## src/hdl/pfx_defs.svh

```systemverilog
// Offsets, field positions, opcodes, reset values and clock counts of the
// prefix and operand decoder. Assumes inclusion by its bare name only.
`ifndef PFX_DEFS_SVH
`define PFX_DEFS_SVH

// ========================================================================
// Register byte offsets on the AXI4-Lite slave.
`define PFX_REG_INSTR    8'h00
`define PFX_REG_STATUS   8'h04
`define PFX_REG_PSW      8'h08
`define PFX_REG_SAVED    8'h0C
`define PFX_REG_GPR_LO   8'h10
`define PFX_REG_GPR_HI   8'h14
`define PFX_REG_SEG      8'h18
`define PFX_REG_TVEC     8'h1C
`define PFX_REG_BR_BASE  8'h20
`define PFX_REG_BR_OFS   8'h24

// ========================================================================
// AXI response codes.
`define PFX_RESP_OKAY    2'h0
`define PFX_RESP_SLVERR  2'h2
`define PFX_RESP_DECERR  2'h3

// ========================================================================
// Opcodes. Register forms use the low three bits as the register number.
`define PFX_OP_PREFIX     8'h11
`define PFX_OP_ST_ABS_IMM 8'hCF
`define PFX_OP_LD_A_HL    8'h8B
`define PFX_OP_ST_HL_A    8'h9B
`define PFX_OP_LD_A_ABS   8'h8F
`define PFX_OP_LDW_AX_ABS 8'hAF
`define PFX_OP_PSW_IMM    8'hCE
`define PFX_OP_PSW_A      8'h9E
`define PFX_OP_A_PSW      8'h8E
`define PFX_OP_ES_IMM     8'h41
`define PFX_OP_ES_A       8'h9D
`define PFX_OP_A_ES       8'h8D
`define PFX_OP_SET_CY     8'h20
`define PFX_OP_CLR_CY     8'h21
`define PFX_OP_RESTORE    8'h22
`define PFX_OP_R_IMM      5'h0A
`define PFX_OP_A_R        5'h0C
`define PFX_OP_R_A        5'h0E

// ========================================================================
// Register numbers and status word fields.
`define PFX_R_X          3'h0
`define PFX_R_A          3'h1
`define PFX_R_L          3'h6
`define PFX_R_H          3'h7
`define PFX_PSW_IE       7
`define PFX_PSW_Z        6
`define PFX_PSW_AC       4
`define PFX_PSW_RBS_LO   2
`define PFX_PSW_CY       0
`define PFX_PSW_RESET    8'h00
`define PFX_SEG_RESET    4'hF
`define PFX_TOP_SEG      4'hF

// ========================================================================
// Address areas, table vectors and instruction clock counts.
`define PFX_PROG_AREA_END 20'hF8000
`define PFX_TVEC_BASE     16'h0080
`define PFX_CLK_BASE      3'h1
`define PFX_CLK_PROG_READ 3'h4
`define PFX_CLK_PSW_WRITE 3'h3

`endif

```

## src/hdl/pfx_pkg.sv

```systemverilog
// Types of the prefix and operand decoder: states, flag modes and the
// single packed state record. Assumes pfx_defs.svh is on the include path.
`include "pfx_defs.svh"

package pfx_pkg;

  // ======================================================================
  // Decoder states and per-flag update modes.
  typedef enum logic [1:0] {PFX_IDLE, PFX_OPER, PFX_EXEC} pfx_state_t;
  typedef enum logic [2:0] {FLAG_KEEP, FLAG_CLR, FLAG_SET, FLAG_RESULT,
                            FLAG_RESTORE} pfx_flag_t;

  // ======================================================================
  // Entire state of the top module.
  typedef struct packed {
    logic             aw_got;
    logic [7:0]       awaddr;
    logic             w_got;
    logic [31:0]      wdata;
    logic [3:0]       wstrb;
    logic             bvalid;
    logic [1:0]       bresp;
    logic             rvalid;
    logic [1:0]       rresp;
    logic [31:0]      rdata;
    pfx_state_t       st;
    logic             prefix;
    logic [7:0]       opcode;
    logic [23:0]      ops;
    logic [1:0]       need;
    logic [1:0]       got;
    logic [2:0]       cnt;
    logic [2:0]       last_clks;
    logic [1:0]       rd_kind;
    logic             illegal;
    logic [7:0][7:0]  gpr;
    logic [3:0]       es;
    logic [7:0]       program_status_word;
    logic [7:0]       saved;
    logic [4:0]       tvec;
    logic [19:0]      br_base;
    logic [16:0]      br_ofs;
    logic             mem_re;
    logic             mem_we;
    logic             mem_wide;
    logic [19:0]      mem_addr;
    logic [15:0]      mem_wdata;
  } pfx_regs_t;

endpackage

```

## src/hdl/pfx_decoder.sv

```systemverilog
// Prefix and operand decoder core with an AXI4-Lite register slave.
// Assumes one clock, read data valid on MEM_RDATA from the very cycle of the
// read strobe until the instruction ends, and software feeding bytes.
// Operation
// - Prefixed access uses segment register upper bits
// - Prefix covers only the next instruction
// - Byte 11H recognised ahead of opcode
// - Each flag: keep, result, restore; carry also clear, set
// - Address built from upper, high, low parts
// - Accumulator, wide pair, three further pairs
// - Branch offsets are signed, short or long
// - Table vector gives even 0080H-00BFH address
// - Status word: flags, bank field, enable
// - One instruction clock is one CLK
// - Program area reads take more clocks
// - Wide accesses force address bit zero
`timescale 1ns/1ps
`default_nettype none
`include "pfx_defs.svh"

module pfx_decoder (
  input  wire logic        CLK,
  input  wire logic        RST,
  input  wire logic [31:0] AWADDR,
  input  wire logic        AWVALID,
  output logic             AWREADY,
  input  wire logic [31:0] WDATA,
  input  wire logic [3:0]  WSTRB,
  input  wire logic        WVALID,
  output logic             WREADY,
  output logic [1:0]       BRESP,
  output logic             BVALID,
  input  wire logic        BREADY,
  input  wire logic [31:0] ARADDR,
  input  wire logic        ARVALID,
  output logic             ARREADY,
  output logic [31:0]      RDATA,
  output logic [1:0]       RRESP,
  output logic             RVALID,
  input  wire logic        RREADY,
  output logic [19:0]      MEM_ADDR,
  output logic             MEM_RE,
  output logic             MEM_WE,
  output logic             MEM_WIDE,
  output logic [15:0]      MEM_WDATA,
  input  wire logic [15:0] MEM_RDATA,
  output logic             BUSY
);

  // ======================================================================
  // Helpers.
  function automatic logic flag_apply(input pfx_pkg::pfx_flag_t m,
    input logic cur, input logic res, input logic sav);
    unique case (m)
      pfx_pkg::FLAG_KEEP:    flag_apply = cur;
      pfx_pkg::FLAG_CLR:     flag_apply = 1'b0;
      pfx_pkg::FLAG_SET:     flag_apply = 1'b1;
      pfx_pkg::FLAG_RESULT:  flag_apply = res;
      pfx_pkg::FLAG_RESTORE: flag_apply = sav;
      default:               flag_apply = cur;
    endcase
  endfunction

  function automatic logic [1:0] oper_count(input logic [7:0] op);
    if (op == `PFX_OP_ST_ABS_IMM)
      oper_count = 2'h3;
    else if (op == `PFX_OP_LD_A_ABS || op == `PFX_OP_LDW_AX_ABS)
      oper_count = 2'h2;
    else if (op == `PFX_OP_PSW_IMM || op == `PFX_OP_ES_IMM ||
             op[7:3] == `PFX_OP_R_IMM)
      oper_count = 2'h1;
    else
      oper_count = 2'h0;
  endfunction

  function automatic logic [31:0] merge(input logic [31:0] old,
    input logic [31:0] nw, input logic [3:0] strb);
    for (int i = 0; i < 4; i++)
      merge[8*i +: 8] = strb[i] ? nw[8*i +: 8] : old[8*i +: 8];
  endfunction

  pfx_pkg::pfx_regs_t s;
  pfx_pkg::pfx_regs_t n;
  logic [15:0] tvec_addr;
  logic [19:0] br_target;
  logic        prog_hit;

  // Table vector: index doubled keeps the address even and inside the
  // table, so no odd or out-of-range vector can ever be formed.
  assign tvec_addr = `PFX_TVEC_BASE + {10'h000, s.tvec, 1'b0};
  // Displacements sign-extend to the full address width before adding.
  assign br_target = s.br_base + (s.br_ofs[16] ?
    {{4{s.br_ofs[15]}}, s.br_ofs[15:0]} :
    {{12{s.br_ofs[7]}}, s.br_ofs[7:0]});
  assign prog_hit = s.mem_addr < `PFX_PROG_AREA_END;

  // ======================================================================
  // Next-state logic: bus slave, byte collection and execution.
  always_comb
  begin
    logic                byte_ok;
    logic [7:0]          bval;
    logic                start;
    logic [7:0]          op;
    logic [23:0]         opnd;
    logic [15:0]         a16;
    logic [3:0]          seg;
    logic [2:0]          clks;
    logic [7:0]          res;
    logic                psw_wr;
    pfx_pkg::pfx_flag_t  zm;
    pfx_pkg::pfx_flag_t  am;
    pfx_pkg::pfx_flag_t  cm;
    logic [2:0]          r;
    byte_ok = 1'b0;
    bval = s.wdata[7:0];
    start = 1'b0;
    op = s.opcode;
    opnd = s.ops;
    a16 = 16'h0000;
    seg = `PFX_TOP_SEG;
    clks = `PFX_CLK_BASE;
    res = 8'h00;
    psw_wr = 1'b0;
    zm = pfx_pkg::FLAG_KEEP;
    am = pfx_pkg::FLAG_KEEP;
    cm = pfx_pkg::FLAG_KEEP;
    r = 3'h0;
    n = s;
    n.mem_re = 1'b0;
    n.mem_we = 1'b0;

    // Read channel: one read at a time, answered the cycle after ARVALID.
    if (s.rvalid && RREADY)
      n.rvalid = 1'b0;
    if (ARVALID && !s.rvalid)
    begin
      n.rvalid = 1'b1;
      n.rresp = `PFX_RESP_OKAY;
      unique case (ARADDR[7:0])
        `PFX_REG_INSTR:   n.rdata = {24'h000000, s.opcode};
        `PFX_REG_STATUS:  n.rdata = {21'h000000, s.last_clks, 4'h0,
                                     s.illegal, s.prefix,
                                     s.st == pfx_pkg::PFX_EXEC, 1'b0};
        `PFX_REG_PSW:     n.rdata = {24'h000000, s.program_status_word};
        `PFX_REG_SAVED:   n.rdata = {24'h000000, s.saved};
        `PFX_REG_GPR_LO:  n.rdata = s.gpr[3:0];
        `PFX_REG_GPR_HI:  n.rdata = s.gpr[7:4];
        `PFX_REG_SEG:     n.rdata = {28'h0000000, s.es};
        `PFX_REG_TVEC:    n.rdata = {16'h0000, tvec_addr};
        `PFX_REG_BR_BASE: n.rdata = {12'h000, s.br_base};
        `PFX_REG_BR_OFS:  n.rdata = {12'h000, br_target};
        default:
        begin
          n.rdata = 32'h00000000;
          n.rresp = `PFX_RESP_DECERR;
        end
      endcase
    end

    // Write channel: address and data latched in either order.
    if (s.bvalid && BREADY)
      n.bvalid = 1'b0;
    if (AWVALID && !s.aw_got && !s.bvalid)
    begin
      n.aw_got = 1'b1;
      n.awaddr = AWADDR[7:0];
    end
    if (WVALID && !s.w_got && !s.bvalid)
    begin
      n.w_got = 1'b1;
      n.wdata = WDATA;
      n.wstrb = WSTRB;
    end
    if (s.aw_got && s.w_got && !s.bvalid)
    begin
      n.aw_got = 1'b0;
      n.w_got = 1'b0;
      n.bvalid = 1'b1;
      n.bresp = `PFX_RESP_OKAY;
      unique case (s.awaddr)
        `PFX_REG_INSTR:
          if (s.wstrb[0] && s.st != pfx_pkg::PFX_EXEC)
            byte_ok = 1'b1;
          else
            n.bresp = `PFX_RESP_SLVERR;
        `PFX_REG_SAVED:
          n.saved = 8'(merge({24'h000000, s.saved}, s.wdata, s.wstrb));
        `PFX_REG_TVEC:
          n.tvec = 5'(merge({27'h0000000, s.tvec}, s.wdata, s.wstrb));
        `PFX_REG_BR_BASE:
          n.br_base = 20'(merge({12'h000, s.br_base}, s.wdata, s.wstrb));
        `PFX_REG_BR_OFS:
          n.br_ofs = 17'(merge({15'h0000, s.br_ofs}, s.wdata, s.wstrb));
        `PFX_REG_STATUS, `PFX_REG_PSW, `PFX_REG_GPR_LO, `PFX_REG_GPR_HI,
        `PFX_REG_SEG: ;
        default: n.bresp = `PFX_RESP_DECERR;
      endcase
    end

    // Byte collection: the prefix byte is caught before any opcode.
    unique case (s.st)
      pfx_pkg::PFX_IDLE:
        if (byte_ok && bval == `PFX_OP_PREFIX)
          n.prefix = 1'b1;
        else if (byte_ok)
        begin
          op = bval;
          n.opcode = bval;
          n.got = 2'h0;
          n.need = oper_count(bval);
          if (oper_count(bval) == 2'h0)
            start = 1'b1;
          else
            n.st = pfx_pkg::PFX_OPER;
        end
      pfx_pkg::PFX_OPER:
        if (byte_ok)
        begin
          opnd[8*s.got +: 8] = bval;
          n.ops = opnd;
          n.got = s.got + 2'h1;
          start = (s.got + 2'h1) == s.need;
        end
      pfx_pkg::PFX_EXEC:
        if (s.cnt == 3'h0)
        begin
          if (s.rd_kind == 2'h1)
            n.gpr[`PFX_R_A] = MEM_RDATA[7:0];
          else if (s.rd_kind == 2'h2)
            {n.gpr[`PFX_R_A], n.gpr[`PFX_R_X]} = MEM_RDATA;
          n.rd_kind = 2'h0;
          n.prefix = 1'b0;
          n.st = pfx_pkg::PFX_IDLE;
        end
        else
          n.cnt = s.cnt - 3'h1;
    endcase

    // Execution start: effects on registers and the memory strobes.
    if (start)
    begin
      // The segment register is trusted to have been loaded already.
      if (s.prefix)
        seg = s.es;
      n.illegal = 1'b0;
      n.mem_wide = 1'b0;
      r = op[2:0];
      if (op == `PFX_OP_ST_ABS_IMM)
      begin
        a16 = opnd[15:0];
        n.mem_we = 1'b1;
        n.mem_wdata = {8'h00, opnd[23:16]};
      end
      else if (op == `PFX_OP_LD_A_HL || op == `PFX_OP_ST_HL_A)
      begin
        a16 = {s.gpr[`PFX_R_H], s.gpr[`PFX_R_L]};
        n.mem_re = op == `PFX_OP_LD_A_HL;
        n.mem_we = op == `PFX_OP_ST_HL_A;
        n.mem_wdata = {8'h00, s.gpr[`PFX_R_A]};
        n.rd_kind = {1'b0, op == `PFX_OP_LD_A_HL};
      end
      else if (op == `PFX_OP_LD_A_ABS || op == `PFX_OP_LDW_AX_ABS)
      begin
        n.mem_re = 1'b1;
        n.mem_wide = op == `PFX_OP_LDW_AX_ABS;
        // Odd word addresses are rounded down rather than split in two.
        a16 = {opnd[15:1], opnd[0] & (op == `PFX_OP_LD_A_ABS)};
        n.rd_kind = (op == `PFX_OP_LD_A_ABS) ? 2'h1 : 2'h2;
      end
      else if (op == `PFX_OP_PSW_IMM || op == `PFX_OP_PSW_A)
      begin
        res = (op == `PFX_OP_PSW_IMM) ? opnd[7:0] : s.gpr[`PFX_R_A];
        psw_wr = 1'b1;
        clks = `PFX_CLK_PSW_WRITE;
        zm = pfx_pkg::FLAG_RESULT;
        am = pfx_pkg::FLAG_RESULT;
        cm = pfx_pkg::FLAG_RESULT;
      end
      else if (op == `PFX_OP_A_PSW)
        n.gpr[`PFX_R_A] = s.program_status_word;
      else if (op == `PFX_OP_ES_IMM)
        n.es = opnd[3:0];
      else if (op == `PFX_OP_ES_A)
        n.es = s.gpr[`PFX_R_A][3:0];
      else if (op == `PFX_OP_A_ES)
        n.gpr[`PFX_R_A] = {4'h0, s.es};
      else if (op == `PFX_OP_SET_CY)
        cm = pfx_pkg::FLAG_SET;
      else if (op == `PFX_OP_CLR_CY)
        cm = pfx_pkg::FLAG_CLR;
      else if (op == `PFX_OP_RESTORE)
      begin
        zm = pfx_pkg::FLAG_RESTORE;
        am = pfx_pkg::FLAG_RESTORE;
        cm = pfx_pkg::FLAG_RESTORE;
      end
      else if (op[7:3] == `PFX_OP_R_IMM)
        n.gpr[r] = opnd[7:0];
      else if (op[7:3] == `PFX_OP_A_R)
        n.gpr[`PFX_R_A] = s.gpr[r];
      else if (op[7:3] == `PFX_OP_R_A && r != `PFX_R_A)
        n.gpr[r] = s.gpr[`PFX_R_A];
      else
        n.illegal = 1'b1;
      // Whole status word: bank field and enable come with the flags.
      if (psw_wr)
        n.program_status_word = res;
      n.program_status_word[`PFX_PSW_Z] = flag_apply(zm, s.program_status_word[`PFX_PSW_Z],
        res[`PFX_PSW_Z], s.saved[`PFX_PSW_Z]);
      n.program_status_word[`PFX_PSW_AC] = flag_apply(am, s.program_status_word[`PFX_PSW_AC],
        res[`PFX_PSW_AC], s.saved[`PFX_PSW_AC]);
      n.program_status_word[`PFX_PSW_CY] = flag_apply(cm, s.program_status_word[`PFX_PSW_CY],
        res[`PFX_PSW_CY], s.saved[`PFX_PSW_CY]);
      n.mem_addr = {seg, a16[15:8], a16[7:0]};
      if (n.mem_re && {seg, a16} < `PFX_PROG_AREA_END)
        clks = `PFX_CLK_PROG_READ;
      clks = clks + {2'h0, s.prefix};
      n.last_clks = clks;
      n.cnt = clks - 3'h1;
      n.st = pfx_pkg::PFX_EXEC;
    end
  end

  // ======================================================================
  // State register.
  always_ff @(posedge CLK or posedge RST)
  begin
    if (RST)
    begin
      s <= '0;
      s.st <= pfx_pkg::PFX_IDLE;
      s.program_status_word <= `PFX_PSW_RESET;
      s.es <= `PFX_SEG_RESET;
    end
    else
      s <= n;
  end

  // Handshakes are combinational; data come straight from the record.
  assign AWREADY = !s.aw_got && !s.bvalid;
  assign WREADY = !s.w_got && !s.bvalid;
  assign ARREADY = !s.rvalid;
  assign BVALID = s.bvalid;
  assign BRESP = s.bresp;
  assign RVALID = s.rvalid;
  assign RRESP = s.rresp;
  assign RDATA = s.rdata;
  assign MEM_ADDR = s.mem_addr;
  assign MEM_RE = s.mem_re;
  assign MEM_WE = s.mem_we;
  assign MEM_WIDE = s.mem_wide;
  assign MEM_WDATA = s.mem_wdata;
  assign BUSY = s.st == pfx_pkg::PFX_EXEC;
endmodule
`default_nettype wire

```

## config.mk

```make
export PLATFORM = sky130hd
export DESIGN_NAME = pfx_decoder
export DESIGN_NICKNAME = d
export VERILOG_FILES = /design/src/hdl/pfx_pkg.sv /design/src/hdl/pfx_decoder.sv
export VERILOG_INCLUDE_DIRS = /design/src /design/src/hdl
export SDC_FILE = /design/constraint.sdc
export NUM_CORES = 1
export LEC_CHECK = 0
export ABC_AREA = 0
export BUFFER_PORTS_ARGS = -buffer_cell sky130_fd_sc_hd__buf_2
export CAP_MARGIN = 20
export CELL_PAD_IN_SITES_DETAIL_PLACEMENT = 1
export CELL_PAD_IN_SITES_GLOBAL_PLACEMENT = 2
export CORE_AREA = 2 2 197 199
export CTS_BUF_LIST = sky130_fd_sc_hd__clkbuf_8
export CTS_CLUSTER_SIZE = 10
export DETAILED_ROUTE_END_ITERATION = 16
export DIE_AREA = 0 0 199 201
export PLACE_DENSITY = 0.94
export SLEW_MARGIN = 0
export SYNTH_ARGS = -nofsm -noshare
export SYNTH_HDL_FRONTEND = slang
export SYNTH_SLANG_ARGS = --single-unit
```

## constraint.sdc

```tcl
create_clock -name CLK -period 13.8 [get_ports CLK]
set_input_delay 2.76 -clock CLK [delete_from_list [all_inputs] [get_ports CLK]]
set_output_delay 2.76 -clock CLK [all_outputs]
set_load 0.1 [all_outputs]
```

-- Word level (Yosys, flattened, before mapping)
Cells that the tools add are included.
- latch bits: 0
- output and inout bits: 81
- memory bits (read-only): 0
- logic and storage cells: 365
- input port bits: 123
- flip-flop bits (word level): 297
- memories: 0
- memory bits (writable): 0
- equality and inequality tests: 69
- reductions and logical operators: 64
- div/mod/pow operators: 0
- $add $sub $neg: 7
- shift-type cells: 2
- $lt $le $gt $ge: 3
- mux-type cells: 162
- multipliers: 0
- bitwise gates (word level): 13
- operator list (cell ; count):
    2-to-1 mux 64 bit ; 16
    2-to-1 mux 65 bit ; 5
    case mux 32 bit (10 select lines) ; 1
    2-to-1 mux 69 bit ; 3
    2-to-1 mux 49 bit ; 3
    2-to-1 mux 16 bit ; 9
    2-to-1 mux 8 bit ; 18
    bitwise mux 64 bit ; 2
    equality test 8 bit, second input constant ; 14
    2-to-1 mux 3 bit ; 29
    2-to-1 mux 85 bit ; 1
    equality test 8 x 5 -> 1 bit, second input constant ; 9
    2-to-1 mux 71 bit ; 1
    equality test 8 x 6 -> 1 bit, second input constant ; 7
    2-to-1 mux 24 bit ; 2
    2-to-1 mux 2 bit ; 23
    2-to-1 mux 39 bit ; 1
    2-to-1 mux 37 bit ; 1
    2-to-1 mux 35 bit ; 1
    negation 5 -> 34 bit ; 1
    variable shift 8 x 34 -> 24 bit, first input constant ; 1
    indexed part select 8 x 34 -> 24 bit ; 1
    equality test 8 x 4 -> 1 bit, second input constant ; 4
    AND reduction 3 bit ; 10
    52 further kinds ; 157

-- Depth between registers and ports, before layout
- depth in word-level cells: 42
- mapped depth: 21
- gate-level depth less buffers: 17

-- Worst setup path before layout
No wires, ideal clock.
- path kind: register to output
- start point: register s (netlist bit BVALID)
- end point: output AWREADY
- slack: 8.846 ns
- stages on the path, launching flop included: 2
- data arrival time: 2.194 ns
- path through: dfrtp_1 -> nor2_1
- word-level cells in the longest chain between the ends: 2
- ends and longest elaborated chain (element ; RTL line ; RTL):
    start: declaration ; pfx_decoder.sv:82 ; pfx_pkg::pfx_regs_t s;
    start signal: assignment ; pfx_decoder.sv:337 ; s <= n;
    zero test 1 bit ; pfx_decoder.sv:341 ; assign AWREADY = !s.aw_got && !s.bvalid;
    logical AND 1 bit ; pfx_decoder.sv:341 ;
    end: declaration ; pfx_decoder.sv:26 ; output logic AWREADY,
No other way between the ends.

-- Final worst setup path
- start point: register s[211] in the netlist's numbering
- end point: output BUSY
- word-level cells in the longest chain between the ends: 1
- ends and longest elaborated chain (element ; RTL line ; RTL):
    equality test 2 bit ; pfx_decoder.sv:354 ; assign BUSY = s.st == pfx_pkg::PFX_EXEC;
    end: declaration ; pfx_decoder.sv:47 ; output logic BUSY
No other way between the ends.

==> results.yml <==
outcome:
  outcome: "complete, no violations"
timing:
  slew_viol_final: 0
  rsz0062_at_grt: "false"
  period_share_pct: 38.88
  hold_viol: 0
  setup_tns_ps: 0
  post-route-min-period_ps: 5365
  tightest_slew_ps: 1101
  clock_skew_ps: 28.52
  slew_headroom_pct: 25.79
  final-setup-viol-count: 0
  whs_ps: 469.8
  fmax_ghz: 0.1864
cells_and_area:
  nets: 1850
  final_layout_size_suffix_gt1_share_pct: 21.40
  multi_input_area_sq_um: 7538
  area_delta_synth_final_pct: 11.80
  fillers: 4373
  num_antenna_cells: 0
  seq_area_sq_um: 6887
global_route:
  groute.usage.overall_pct: 28.48
  grt_start_max_net_pins: 147
  grt-ovfl-total: 0
  antenna_found_initial: 1
  grt_first_pass_wirelength_mm: 85.69
  grt_pass1_vias: 14011
setup_path:
  path_class: "flip-flop to output port"
  reg2reg_from: "s[288]"
  slowest_delay_ps: 680
  cp-start-kind: "flip-flop"
  crit_path_end_kind: "output port"
  cp_max_fo: 14
  worstPathRequired_ps: 11040
  timing.rr.end: "s[173]"
  critPathSlowestCell: "dfrtp_1"
  crit_chain: "inv_1 -> nand2_1 -> clkinv_1 -> buf_2"
  reg2reg_depth: 17
  critPathArrivalTime_ps: 2610
  r2r_setup_slack_ps: 8710
cts:
  cts_root_buf: "clkbuf_8"
  htree_levels: 2
  clk_path_buf_depth: 3
  cts_tree: "yes"
  clkLatencyLatePin_ps: 630
  cts_buffers: 51
  cts_setup_buffers: 0
  ctsResizeCount: 0
  hold_buffers: 0
  path_clk_slew_ps: 60
  clock_sinks: 275
die:
  rows: 72
  initial_utilization_pct: 40.34
  ioPinCount: 204
  coreArea_sq_um: 38110
  die-area_sq_um: 40000
  die_y_microns: 201
  die_w_microns: 199
logic_synthesis:
  muxShareOfSynthArea_pct: 9.685
  synth_enable_flop_cells: 0
  synth-seq-area-share_pct: 44.80
  async_flop_share_pct: 100.0
  syn_area_per_cell_sq_um: 9.432
  synthXorXnorAreaFrac_pct: 1.457
  synth_area_leaders: "dfrtp_1 (44%), mux2_2 (7.0%), nand2_1 (6.3%)"
  yosysUniqueCellTypes: 90
  yosys.area_share.simple_pct: 15.72
  synth_compound_area_share_pct: 19.41
  synth_flop_cell: "dfrtp_1"
  synth_fa_ha_area_share_pct: 2.409
  yosysTopAreaCellShare_pct: 44.11
  yosys-top-cells-count: "dfrtp_1 (271), nand2_1 (258), o21ai_0 (156)"
  syn-instance-count: 1630
  ys_seq_elements: 275
  synth_warnings: 0
  yosys.area.top_type: "dfrtp_1"
  synth_top_family_by_area: "compound AO/OA/AOI/OAI gates"
  syn_area_sq_um: 15370
  post-synth-top-count-cell: "dfrtp_1"
drt:
  wire_per_inst_microns: 24.83
  vias: 13462
  viasPerCell: 5.978
  drcViolationCount: 0
  dr.pass1.iters: 8
  drtIter0Drc: 1039
  drt_wl_total_mm: 55.91
  antenna_left: 0
place:
  place_congestion: 0.9754
  hpwl_mm: 40.99
  portBuffers: 134
power_and_ir_drop:
  ir_worst_vdd_mv: 0.1740
  totalPowerFinal_w: 0.002624
  leakage_nw: 8.080
  power_density_nw_per_um2: 152.7
worst_hold_path:
  min_path_cells: 2
  worst_hold_startpoint: "MEM_WIDE"
  hp-class: "flip-flop to flip-flop"
  worstHoldEndpoint: "MEM_WIDE"
flow_run:
  timing.max_cap.violations: 0
-- flip-flops by register name, summed over array words and instances (netlist names) --
register and count:
MEM_WDATA 8, MEM_WE 1, RVALID 1, RRESP 1, MEM_WIDE 1, MEM_ADDR 20, RDATA 32, MEM_RE 1
s 207, BRESP 2, BVALID 1
-- worst max-delay path by stage --
stage / to / slack [ps] / start / cells past startpoint
2_1_floorplan: BRESP[0] / 3470 / RST / 1
4_1_cts: BUSY / 8370 / s[211] / 4
3_3_place_gp: s[263] / 8400 / RST / 4
6_report: BUSY / 8430 / s[211] / 4
5_1_grt: BUSY / 8220 / s[211] / 4
3_5_place_dp: s[268] / 8320 / RST / 4
-- cell type report --
| type | instances | area share [%] |
|---|---|---|
| sequential | 275 | 40.07 |
| tap | 518 | 3.771 |
| multi-input combinational | 1179 | 43.86 |
| clock inverter | 22 | 0.8372 |
| clock buffer | 67 | 5.365 |
| inverter | 28 | 0.6552 |
| timing repair buffer | 163 | 5.445 |
-- placed cells by master, fill, tap and decap left out, types with 7 or more instances in the layout --
master,count
a211oi_1,17
a21boi_0,9
a21o_1,13
a21oi_1,56
a221oi_1,20
a222oi_1,13
a22o_1,11
a22oi_1,39
a31oi_1,11
and2_1,8
buf_2,134
buf_4,26
clkbuf_8,67
clkinv_2,7
conb_1,8
dfrtp_1,271
ha_1,28
inv_1,37
mux2_2,96
mux2i_1,37
nand2_1,258
nand2b_1,14
nand3_1,34
nand4_1,14
nor2_1,124
nor3_1,18
nor3b_1,7
nor4_1,8
o211ai_1,7
o21a_1,10
o21ai_0,156
o21ai_1,8
o22ai_1,21
o41ai_1,9
xnor2_1,16
xor2_1,7
-- where the power goes --
group          switching, W  internal (W)
clock network      0.000360      0.000468
logic              0.000558      0.000210
registers          0.000114      0.000913
total               0.00103       0.00159
-- per-stage QoR --
| stage | setup WS [ps] | area, sq um | instances | util (%) |
|---|---|---|---|---|
| after floorplan | 3466 | 15400 | 1637 | - |
| after global placement | 8398 | 16040 | 2159 | 42.10 |
| after detailed placement | 8321 | 16040 | 2159 | 42.10 |
| after CTS | 8370 | 17110 | 2248 | 44.90 |
| after global routing | 8220 | 17190 | 2252 | 45.10 |
| final | 8435 | 17190 | 2252 | 45.10 |
-- critical path, delay by kind of cell (launching register included) --
family,cells,cell delay (ps)
DFF,1,680
and+or+nand+nor,1,250
buffers and inverters,3,1050
-- logic make-up after synthesis --
kind of cell | count (synthesis)
AND/OR/NAND/NOR | 534
AO/OA/AOI/OAI | 449
flip-flops | 275
buffers and inverters | 183
multiplexers | 135
adder cells (fa/ha/maj) | 29
XOR/XNOR | 24
other | 1
-- layer usage --
metal  up-vias  GRT usage, %  share of wire, %
met2       499         44.47                46
li1       5962             -                 -
met5         -             0             0.016
met4         2         12.37               4.3
met3       137         6.384               6.9
met1      6862         37.91                42
Note: power is estimated with default switching activity, not from simulation.
